[src/design/mode_rec_pkg.sv]
// Purpose: constants for the receive/transmit mode command record writer
// Assumes: 16-bit shared RAM words, 32-bit AXI4-Lite register bus
// Notes: register addresses and response codes are shared with the bench
package mode_rec_pkg;
    // ----------------------------------------
    // Record layout
    // ----------------------------------------
    localparam int unsigned REC_TAG_OFS = 1;
    localparam int unsigned REC_DATA_OFS = 2;
    localparam logic [4:0] MC_FIRST_WITH_DATA = 5'h10;
    localparam logic [4:0] MC_RX_UNDEF_A = 5'h10;
    localparam logic [4:0] MC_RX_UNDEF_B = 5'h12;
    localparam logic [4:0] MC_RX_UNDEF_C = 5'h13;
    localparam logic [4:0] MC_TX_LAST_CMD = 5'h12;
    localparam logic [4:0] MC_TX_BIT_WORD = 5'h13;
    // ----------------------------------------
    // Status word bits
    // ----------------------------------------
    localparam int unsigned SW_INVALID_WORD = 14;
    localparam int unsigned SW_GAP_OR_BROADCAST_FLAG = 13;
    localparam int unsigned SW_WORD_COUNT = 12;
    localparam int unsigned SW_SYNC_TYPE = 11;
    localparam int unsigned SW_MSG_ERROR = 10;
    localparam int unsigned SW_BUSY = 9;
    localparam int unsigned SW_ILLEGAL = 8;
    localparam int unsigned SW_BUS = 5;
    // ----------------------------------------
    // Registers (byte addresses)
    // ----------------------------------------
    localparam logic [7:0] ADDR_CONFIG = 8'h00;
    localparam logic [7:0] ADDR_LAST_STATUS = 8'h04;
    localparam logic [7:0] ADDR_REC_COUNT = 8'h08;
    localparam logic [7:0] ADDR_TX_DATA = 8'h0C;
    localparam int unsigned CFG_UMC_INVALID = 0;
    localparam int unsigned CFG_GLOBAL_BUSY = 1;
    localparam int unsigned CFG_BCAST_SEL = 3;
    localparam logic [3:0] CONFIG_RESET = 4'h0;
    localparam logic [1:0] RESP_OKAY = 2'h0;
    localparam logic [1:0] RESP_DECERR = 2'h3;

    typedef enum logic [1:0] {
        ST_IDLE = 2'b00,
        ST_TAG = 2'b01,
        ST_DATA = 2'b10
    } wr_state_t;
endpackage : mode_rec_pkg

[src/design/rt_mode_cmd_record_writer.sv]
// Purpose: write the status/time-tag/data record of each completed mode command
// Assumes: message fields are valid in the cycle msg_done is high and taken
// Notes: one RAM word is written per cycle, status word first
//
// How it works
// - Codes 0-15: status plus time tag only
// - Status word goes at data pointer
// - Codes 16-31: three words, one data word
// - Time tag at pointer plus one
// - Mode data word at pointer plus two
// - Received mode data may be acted upon
// - Record words written after message completion
// - Undefined rx codes 16,18,19 answered in form; the code answers them not in form when CFG_UMC_INVALID is set
// - Undefined rx codes 0-15 answered in form; the code answers them not in form when CFG_UMC_INVALID is set
// - Bit 14: bad Manchester or parity
// - Bit 13 gap error when gap mode
// - Bit 13 broadcast when broadcast mode
// - Bit 12: missing or extra word
// - Bit 11: wrong sync on data word
// - Bit 10: summary of bits 11, 12, 14, and of bit 13 in gap mode only
// - Bit 9: answered with busy status
// - Bit 8: illegalization bit was one
// - Bit 5: zero bus A, one bus B
// - Bits 4-0 copy the mode code
// - Pointer taken from command's descriptor
// - Tx codes 18,19 data made internally
//
// The placing of the registers and the AXI4-Lite register port are this design's own decisions.
`timescale 1ns/100ps
module rt_mode_cmd_record_writer #(
    parameter int unsigned ADDR_W = 13
) (
    input wire logic aclk,
    input wire logic aresetn,
    input wire logic [7:0] s_axi_awaddr,
    input wire logic s_axi_awvalid,
    output logic s_axi_awready,
    input wire logic [31:0] s_axi_wdata,
    input wire logic [3:0] s_axi_wstrb,
    input wire logic s_axi_wvalid,
    output logic s_axi_wready,
    output logic [1:0] s_axi_bresp,
    output logic s_axi_bvalid,
    input wire logic s_axi_bready,
    input wire logic [7:0] s_axi_araddr,
    input wire logic s_axi_arvalid,
    output logic s_axi_arready,
    output logic [31:0] s_axi_rdata,
    output logic [1:0] s_axi_rresp,
    output logic s_axi_rvalid,
    input wire logic s_axi_rready,
    input wire logic msg_done,
    output logic msg_ready,
    input wire logic msg_is_tx,
    input wire logic [4:0] mode_code_field,
    input wire logic [15:0] cmd_word,
    input wire logic [ADDR_W-1:0] data_pointer,
    input wire logic [15:0] time_tag,
    input wire logic [15:0] mode_data_word,
    input wire logic [15:0] bit_word,
    input wire logic data_word_seen,
    input wire logic extra_word_seen,
    input wire logic data_word_bad,
    input wire logic data_sync_bad,
    input wire logic gap_seen,
    input wire logic broadcast,
    input wire logic bus_b,
    input wire logic illegal_bit,
    input wire logic per_command_busy,
    output logic respond_in_form,
    output logic answer_busy,
    output logic [15:0] tx_mode_data,
    output logic mode_data_strobe,
    output logic [4:0] mode_data_code,
    output logic [15:0] mode_data_value,
    output logic ram_we,
    output logic [ADDR_W-1:0] ram_addr,
    output logic [15:0] ram_wdata
);
    import mode_rec_pkg::*;

    // ----------------------------------------
    // Helpers
    // ----------------------------------------
    function automatic logic has_data(input logic [4:0] mc);
        has_data = (mc >= MC_FIRST_WITH_DATA);
    endfunction : has_data

    function automatic logic rx_undefined(input logic [4:0] mc);
        rx_undefined = !has_data(mc) || mc == MC_RX_UNDEF_A || mc == MC_RX_UNDEF_B
            || mc == MC_RX_UNDEF_C;
    endfunction : rx_undefined

    wr_state_t state_reg;
    logic [3:0] config_reg;
    logic [15:0] status_reg;
    logic [15:0] last_status_reg;
    logic [15:0] tag_reg;
    logic [15:0] data_reg;
    logic [15:0] last_cmd_reg;
    logic [15:0] tx_data_reg;
    logic [ADDR_W-1:0] ptr_reg;
    logic with_data_reg;
    logic [31:0] rec_count_reg;
    logic [15:0] status_next;
    logic [15:0] tx_data_next;
    logic accept;
    logic err_any;
    logic aw_held, w_held;
    logic [7:0] aw_addr_reg;
    logic [31:0] w_data_reg;
    logic [3:0] w_strb_reg;

    assign msg_ready = (state_reg == ST_IDLE);
    assign accept = msg_done && msg_ready;

    // ----------------------------------------
    // Response decision
    // ----------------------------------------
    // undefined rx codes in form unless CFG_UMC_INVALID is set
    assign respond_in_form = !illegal_bit
        && !(!msg_is_tx && rx_undefined(mode_code_field) && config_reg[CFG_UMC_INVALID]);
    assign answer_busy = config_reg[CFG_GLOBAL_BUSY] || per_command_busy;

    always_comb begin
        tx_data_next = mode_data_word;
        if (mode_code_field == MC_TX_LAST_CMD) begin
            tx_data_next = last_cmd_reg;
        end else if (mode_code_field == MC_TX_BIT_WORD) begin
            tx_data_next = bit_word;
        end
    end

    // ----------------------------------------
    // Status word
    // ----------------------------------------
    assign err_any = (!msg_is_tx && (data_word_bad || data_sync_bad))
        || (data_word_seen != (has_data(mode_code_field) && !msg_is_tx)) || extra_word_seen
        || (!config_reg[CFG_BCAST_SEL] && gap_seen);

    always_comb begin
        status_next = 16'h0000;
        status_next[SW_INVALID_WORD] = !msg_is_tx && data_word_bad;
        status_next[SW_GAP_OR_BROADCAST_FLAG] = config_reg[CFG_BCAST_SEL] ? broadcast : gap_seen;
        status_next[SW_WORD_COUNT] = extra_word_seen
            || (data_word_seen != (!msg_is_tx && has_data(mode_code_field)));
        status_next[SW_SYNC_TYPE] = !msg_is_tx && data_sync_bad;
        status_next[SW_MSG_ERROR] = err_any;
        status_next[SW_BUSY] = answer_busy && respond_in_form;
        status_next[SW_ILLEGAL] = illegal_bit;
        status_next[SW_BUS] = bus_b;
        status_next[4:0] = mode_code_field;
    end

    // ----------------------------------------
    // Capture and record writer
    // ----------------------------------------
    always_ff @(posedge aclk) begin
        if (!aresetn) begin
            status_reg <= 16'h0000;
            tag_reg <= 16'h0000;
            data_reg <= 16'h0000;
            ptr_reg <= '0;
            with_data_reg <= 1'b0;
            last_cmd_reg <= 16'h0000;
        end else if (accept) begin
            status_reg <= status_next;
            tag_reg <= time_tag;
            data_reg <= msg_is_tx ? tx_data_next : mode_data_word;
            ptr_reg <= data_pointer;
            with_data_reg <= has_data(mode_code_field);
            last_cmd_reg <= cmd_word;
        end
    end

    always_ff @(posedge aclk) begin
        if (!aresetn) begin
            state_reg <= ST_IDLE;
            ram_we <= 1'b0;
            ram_addr <= '0;
            ram_wdata <= 16'h0000;
        end else begin
            ram_we <= 1'b0;
            case (state_reg)
                ST_IDLE: begin
                    if (accept) begin
                        ram_we <= 1'b1;
                        ram_addr <= data_pointer;
                        ram_wdata <= status_next;
                        state_reg <= ST_TAG;
                    end
                end
                ST_TAG: begin
                    ram_we <= 1'b1;
                    ram_addr <= ptr_reg + ADDR_W'(REC_TAG_OFS);
                    ram_wdata <= tag_reg;
                    state_reg <= with_data_reg ? ST_DATA : ST_IDLE;
                end
                ST_DATA: begin
                    ram_we <= 1'b1;
                    ram_addr <= ptr_reg + ADDR_W'(REC_DATA_OFS);
                    ram_wdata <= data_reg;
                    state_reg <= ST_IDLE;
                end
                default: begin
                    state_reg <= ST_IDLE;
                end
            endcase
        end
    end

    // ----------------------------------------
    // Mode data action and tx data
    // ----------------------------------------
    always_ff @(posedge aclk) begin
        if (!aresetn) begin
            mode_data_strobe <= 1'b0;
            mode_data_code <= 5'h00;
            mode_data_value <= 16'h0000;
            tx_mode_data <= 16'h0000;
            tx_data_reg <= 16'h0000;
            last_status_reg <= 16'h0000;
            rec_count_reg <= 32'h00000000;
        end else begin
            mode_data_strobe <= accept && !msg_is_tx && has_data(mode_code_field)
                && data_word_seen && !err_any && respond_in_form;
            if (accept) begin
                mode_data_code <= mode_code_field;
                mode_data_value <= mode_data_word;
                last_status_reg <= status_next;
                rec_count_reg <= rec_count_reg + 32'h00000001;
                if (msg_is_tx) begin
                    tx_mode_data <= tx_data_next;
                    tx_data_reg <= tx_data_next;
                end
            end
        end
    end

    // ----------------------------------------
    // AXI4-Lite slave
    // ----------------------------------------
    assign s_axi_awready = !aw_held && !s_axi_bvalid;
    assign s_axi_wready = !w_held && !s_axi_bvalid;
    assign s_axi_arready = !s_axi_rvalid;

    always_ff @(posedge aclk) begin
        if (!aresetn) begin
            aw_held <= 1'b0;
            w_held <= 1'b0;
            aw_addr_reg <= 8'h00;
            w_data_reg <= 32'h00000000;
            w_strb_reg <= 4'h0;
            s_axi_bvalid <= 1'b0;
            s_axi_bresp <= RESP_OKAY;
            config_reg <= CONFIG_RESET;
        end else begin
            if (s_axi_awvalid && s_axi_awready) begin
                aw_held <= 1'b1;
                aw_addr_reg <= s_axi_awaddr;
            end
            if (s_axi_wvalid && s_axi_wready) begin
                w_held <= 1'b1;
                w_data_reg <= s_axi_wdata;
                w_strb_reg <= s_axi_wstrb;
            end
            if (aw_held && w_held) begin
                aw_held <= 1'b0;
                w_held <= 1'b0;
                s_axi_bvalid <= 1'b1;
                if (aw_addr_reg == ADDR_CONFIG) begin
                    s_axi_bresp <= RESP_OKAY;
                    if (w_strb_reg[0]) begin
                        config_reg <= w_data_reg[3:0];
                    end
                end else if (aw_addr_reg == ADDR_LAST_STATUS || aw_addr_reg == ADDR_REC_COUNT
                    || aw_addr_reg == ADDR_TX_DATA) begin
                    s_axi_bresp <= RESP_OKAY;
                end else begin
                    s_axi_bresp <= RESP_DECERR;
                end
            end else if (s_axi_bvalid && s_axi_bready) begin
                s_axi_bvalid <= 1'b0;
            end
        end
    end

    always_ff @(posedge aclk) begin
        if (!aresetn) begin
            s_axi_rvalid <= 1'b0;
            s_axi_rdata <= 32'h00000000;
            s_axi_rresp <= RESP_OKAY;
        end else if (s_axi_arvalid && s_axi_arready) begin
            s_axi_rvalid <= 1'b1;
            s_axi_rresp <= RESP_OKAY;
            case (s_axi_araddr)
                ADDR_CONFIG: s_axi_rdata <= {28'h0000000, config_reg};
                ADDR_LAST_STATUS: s_axi_rdata <= {16'h0000, last_status_reg};
                ADDR_REC_COUNT: s_axi_rdata <= rec_count_reg;
                ADDR_TX_DATA: s_axi_rdata <= {16'h0000, tx_data_reg};
                default: begin
                    s_axi_rdata <= 32'h00000000;
                    s_axi_rresp <= RESP_DECERR;
                end
            endcase
        end else if (s_axi_rvalid && s_axi_rready) begin
            s_axi_rvalid <= 1'b0;
        end
    end
endmodule : rt_mode_cmd_record_writer

[config.mk]
export PLATFORM = sky130hd
export DESIGN_NAME = rt_mode_cmd_record_writer
export DESIGN_NICKNAME = d
export VERILOG_FILES = /design/src/design/mode_rec_pkg.sv /design/src/design/rt_mode_cmd_record_writer.sv
export SDC_FILE = /design/constraint.sdc
export NUM_CORES = 1
export LEC_CHECK = 0
export ABC_AREA = 1
export BUFFER_PORTS_ARGS = -buffer_cell sky130_fd_sc_hd__clkbuf_2
export CORE_MARGIN = 10
export CORE_UTILIZATION = 30
export CTS_CLUSTER_DIAMETER = 80
export CTS_CLUSTER_SIZE = 20
export DETAILED_ROUTE_END_ITERATION = 10
export PLACE_DENSITY_LB_ADDON = 0.25
export SKIP_CTS_REPAIR_TIMING = 1
export SLEW_MARGIN = 40
export SYNTH_ARGS = -nofsm -noshare
export SYNTH_HDL_FRONTEND = slang
export SYNTH_SLANG_ARGS = --single-unit
[constraint.sdc]
create_clock -name aclk -period 1.9 [get_ports aclk]
set_input_delay 0.095 -clock aclk [delete_from_list [all_inputs] [get_ports aclk]]
set_output_delay 0.095 -clock aclk [all_outputs]
set_load 0.005 [all_outputs]
# After elaboration in Yosys (flattened, before gate mapping)
# Index checks and enable logic that the tools add are counted.
# classes
add_sub_neg,3
n_lt_le_gt_ge,1
n_eq_ne,13
n_mux,21
n_bitwise,1
reduce_logical,56
# op_table
op,count
case mux 32 bit (4 select lines),1
2-to-1 mux 16 bit,4
case mux 16 bit (3 select lines),1
case mux 13 bit (3 select lines),1
"adder 32 x 1 -> 32 bit, second input constant",1
"== test 8 x 4 -> 1 bit, second input constant",4
logical AND 1 bit,23
"== test 8 x 3 -> 1 bit, second input constant",2
logical NOT 8 bit,2
"== test 5 bit, second input constant",3
"adder 13 x 1 -> 13 bit, second input constant",1
"adder 13 x 2 -> 13 bit, second input constant",1
2-to-1 mux 13 bit,1
logical OR 1 bit,11
logical NOT 1 bit,10
2-to-1 mux 2 bit,5
2-to-1 mux 1 bit,6
">= comparator 5 bit, second input constant",1
case mux 2 bit (2 select lines),1
AND reduction 2 bit,2
nonzero test 2 bit,2
OR reduction 2 bit,2
OR reduction 4 bit,1
AND reduction 3 bit,1
8 further kinds,8
# word_totals
reg_bits,234
inputBits,152
output_inout_bits,112
wordCells,121

# Longest topological paths before layout
# depth
depth_word,12
depth_mapped,12
mapped_depth_nobuf,12

# Worst setup path before layout
# No wires, ideal clock.
# synth_timing
path_type,reg-to-reg
from,register state_reg[0]
to,register rec_count_reg[21]
setup_ps,126
arrival_time_ps,1484
t_required_ps,1774
setup_slack_ps,291
path_stages_with_launch,11
n_path_buf,0
synth_period_minus_slack_ps,1609
path_cell_list,dfxtp_1 -> inv_1 -> ha_1 -> nand2_4 -> inv_4 -> nand3_2 -> or2_4 -> nor2_8 -> nand4_1 -> nand2_1 -> nor2_2
# synth_via
elab_chain_len,2
# synth_rtl
element,line,source
start: declaration,rt_mode_cmd_record_writer.sv:94,wr_state_t state_reg;
start signal: assignment,rt_mode_cmd_record_writer.sv:197,state_reg <= with_data_reg ? ST_DATA : ST_IDLE;
logical NOT 2 bit,rt_mode_cmd_record_writer.sv:114,assign msg_ready = (state_reg == ST_IDLE);
net msg_ready,rt_mode_cmd_record_writer.sv:53,"output logic msg_ready,"
logical AND 1 bit,rt_mode_cmd_record_writer.sv:115,assign accept = msg_done && msg_ready;
end signal: assignment,rt_mode_cmd_record_writer.sv:231,rec_count_reg <= rec_count_reg + 32'h00000001;
end: declaration,rt_mode_cmd_record_writer.sv:104,logic [31:0] rec_count_reg;
# The timed path passes the listed nets, and every way through them passes these cells.
# A chain may end at the register's enable or synchronous reset.

# Worst setup path in the final report
# layout_timing
from,input mode_code_field[3]
to,output respond_in_form
# layout_via
elab_chain_len,9
elab_cells_between_ends,12
cone_classes,order compare (1); eq/ne (3); reduce/logical (8)
# layout_rtl
element,line,source
start: declaration,rt_mode_cmd_record_writer.sv:55,"input wire logic [4:0] mode_code_field,"
>= comparator 5 bit,rt_mode_cmd_record_writer.sv:86,has_data = (mc >= MC_FIRST_WITH_DATA);
logical NOT 1 bit,rt_mode_cmd_record_writer.sv:90,rx_undefined = !has_data(mc) || mc == MC_RX_UNDEF_A || mc == MC_RX_UNDEF_B
logical OR 1 bit (2 in a row),rt_mode_cmd_record_writer.sv:90,
logical OR 1 bit *,rt_mode_cmd_record_writer.sv:91,|| mc == MC_RX_UNDEF_C;
logical AND 1 bit * (2 in a row),rt_mode_cmd_record_writer.sv:122,&& !(!msg_is_tx && rx_undefined(mode_code_field) && config_reg[CFG_UMC_INVALID]);
logical NOT 1 bit *,rt_mode_cmd_record_writer.sv:122,
logical AND 1 bit *,rt_mode_cmd_record_writer.sv:122,
end: declaration,rt_mode_cmd_record_writer.sv:70,"output logic respond_in_form,"
# Mark *: on every way between the ends. The rest lies on a longest branch, timed or not.

==> metrics.txt <==
Buffers on Ports 232; top cells by count, synth nand2_1 (260), dfxtp_1 (227), a21oi_1 (192); Hold WS -0.0431 ns; Synth async-reset ratio 0; Lkg Pwr 0.00558 uW; share of the synthesized area in the top cell type 0.437; fin util 0.392; crit-path max FO 3; register bit count reported by yosys 227; Setup TNS 0 ns; cts bufs inserted 16; VDD IR-drop max 0.510 mV; share of cells above drive strength 1 0.190; failing checks hold timing; Clock Latency Late Sink 0.50 ns; first-pass detailed-route iteration total 7; type of element launching the critical path primary input; Multi-input gate area 0.00502 mm2; TritonCTS clock tree done; Req. time, crit path 1.80 ns; total track usage 0.173; Post-Synthesis Cells 1476; CP Capture Type primary output; register area share after synthesis 0.437; Post-synth EDFFs 0; Power Density 828 mW/mm2; vias 10700; # fillers 3687; Setup-failing EPs final 0; largest net degree at the start of global routing 121; DIE WIDTH 206 um; Initial DRC Count 686; synth unique cells 44; Synth area leader dfxtp_1; clock tree buffer depth 3; Yosys warning total 0; Worst Skew 0.0165 ns; die height 206 um; Slew headroom 0.570; top post-synthesis cells by area dfxtp_1 (44%), nand2_1 (9.4%), a21oi_1 (9.2%), o21ai_0 (8.8%), nor2_1 (6.4%); RSZ-0062 raised after global routing false; fmax 553 MHz; Tightest Pin Transition 0.640 ns; first-pass GRT wire length 58.0 mm; Synthesized Nets 1636; worst path arrival time 1.71 ns; global route overflow 0; Final period util 0.952; Synth Area per Inst 7.04 um2; R2R setup slack 0.14 ns; status complete, but fails checks; final net count 1917; routed len/inst 17.5 um; most frequent cell after synthesis nand2_1; Hold Crit Class primary input to flip-flop; clock sink count 227; final worst path period need 1.81 ns; Final ANT Viol Nets 0; vias per inst 4.84; maxcap violations 0; Die ar. 0.0425 mm2; area of the core 0.0344 mm2; Clock transition at path regs 0.07 ns; register area 0.00455 mm2; total I/O pin count 264; Layout area overhead 29.5%; routability congestion estimate 0.851; H-tree levels 1; Final Hold Viols 2; initial core utilization 0.302; Rows 68; main flop type after synthesis dfxtp_1; synthesized cell area 0.0104 mm2; DRC Markers 0; Clock Root Buffer clkbuf_16; critical setup path kind primary input to primary output; Slew Viols, Final 0; Routed WL 38.9 mm; vias in the first global route 9831; initial antenna violation count 3; dpl hpwl 29.3 mm
through the flow:
stage               setup slack [ns]  power, uW  std cells  area (um2)
floorplan                      0.291       6640       1476       10400
global placement               0.101       7590       2112       12100
detailed placement           0.00182       7630       2112       12100
CTS                          -0.0187      11100       2135       12600
global route                0.000671      11800       2219       13500
finish                        0.0911      11100       2221       13500
layer usage:
metal / global-route usage / wire length (um) / vias up
met5: 0 / 0 / -
met4: 0.0271 / 470 / 0
met3: 0.0470 / 2510 / 32
met2: 0.280 / 18200 / 246
met1: 0.228 / 17700 / 4981
li1: - / - / 5481
cell usage in the layout, fill, tap and decap left out, drive strengths merged, types with 5 or more instances in the layout:
cell           n
nand2        265
clkbuf       250
dfxtp        227
a21oi        192
nor2         190
o21ai        186
inv          121
nand3        103
dlygate4sd3   82
buf           40
a22oi         19
nand4         18
nor3          13
o211ai        11
ha             8
nor3b          5
clkinv         5
critical path: stages:
cell and delay [ns]:
dlygate4sd3_1 0.54, clkbuf_2 0.18, nor2_1 0.07, nand3_1 0.17, nand3_1 0.13, a31oi_1 0.30, clkbuf_2 0.23
final cells by class:
| class | instances | share of cell area |
|---|---|---|
| clock buffers | 19 | 0.0329 |
| flip-flops and latches | 227 | 0.338 |
| inverters | 122 | 0.0343 |
| multi-input cells | 1037 | 0.373 |
| diodes | 4 | 0.000743 |
| repair buffers | 353 | 0.176 |
| clock inverters | 4 | 0.00288 |
| well taps | 455 | 0.0423 |
power by group:
| group | leakage, uW | internal, uW | switching, uW |
|---|---|---|---|
| clock | 0.000238 | 1690 | 1800 |
| sequential | 0.00186 | 5150 | 253 |
| combinational | 0.00348 | 887 | 1370 |
| total | 0.00558 | 7730 | 3420 |
kinds of logic (layout without fill, tap and decap cells):
logic type,Yosys count,in the layout,share of synthesized area
fa+ha+maj,8,8,0.00963
flops,227,227,0.437
other cells,0,4,0
compound gates,423,423,0.215
xor+xnor,8,8,0.00674
simple gates,598,598,0.250
buf+inv,212,498,0.0822
final timing paths:
path	cells past startpoint	start	to
max	7	mode_code_field[3]	respond_in_form
min	3	data_pointer[3]	ptr_reg[3]$_SDFFE_PN0N_
min reg2reg	2	tag_reg[3]$_SDFFE_PN0N_	tag_reg[3]$_SDFFE_PN0N_
max reg2reg	9	ptr_reg[1]$_SDFFE_PN0N_	ram_addr[10]$_SDFFE_PN0P_
Power figures use the tool's default switching activity.
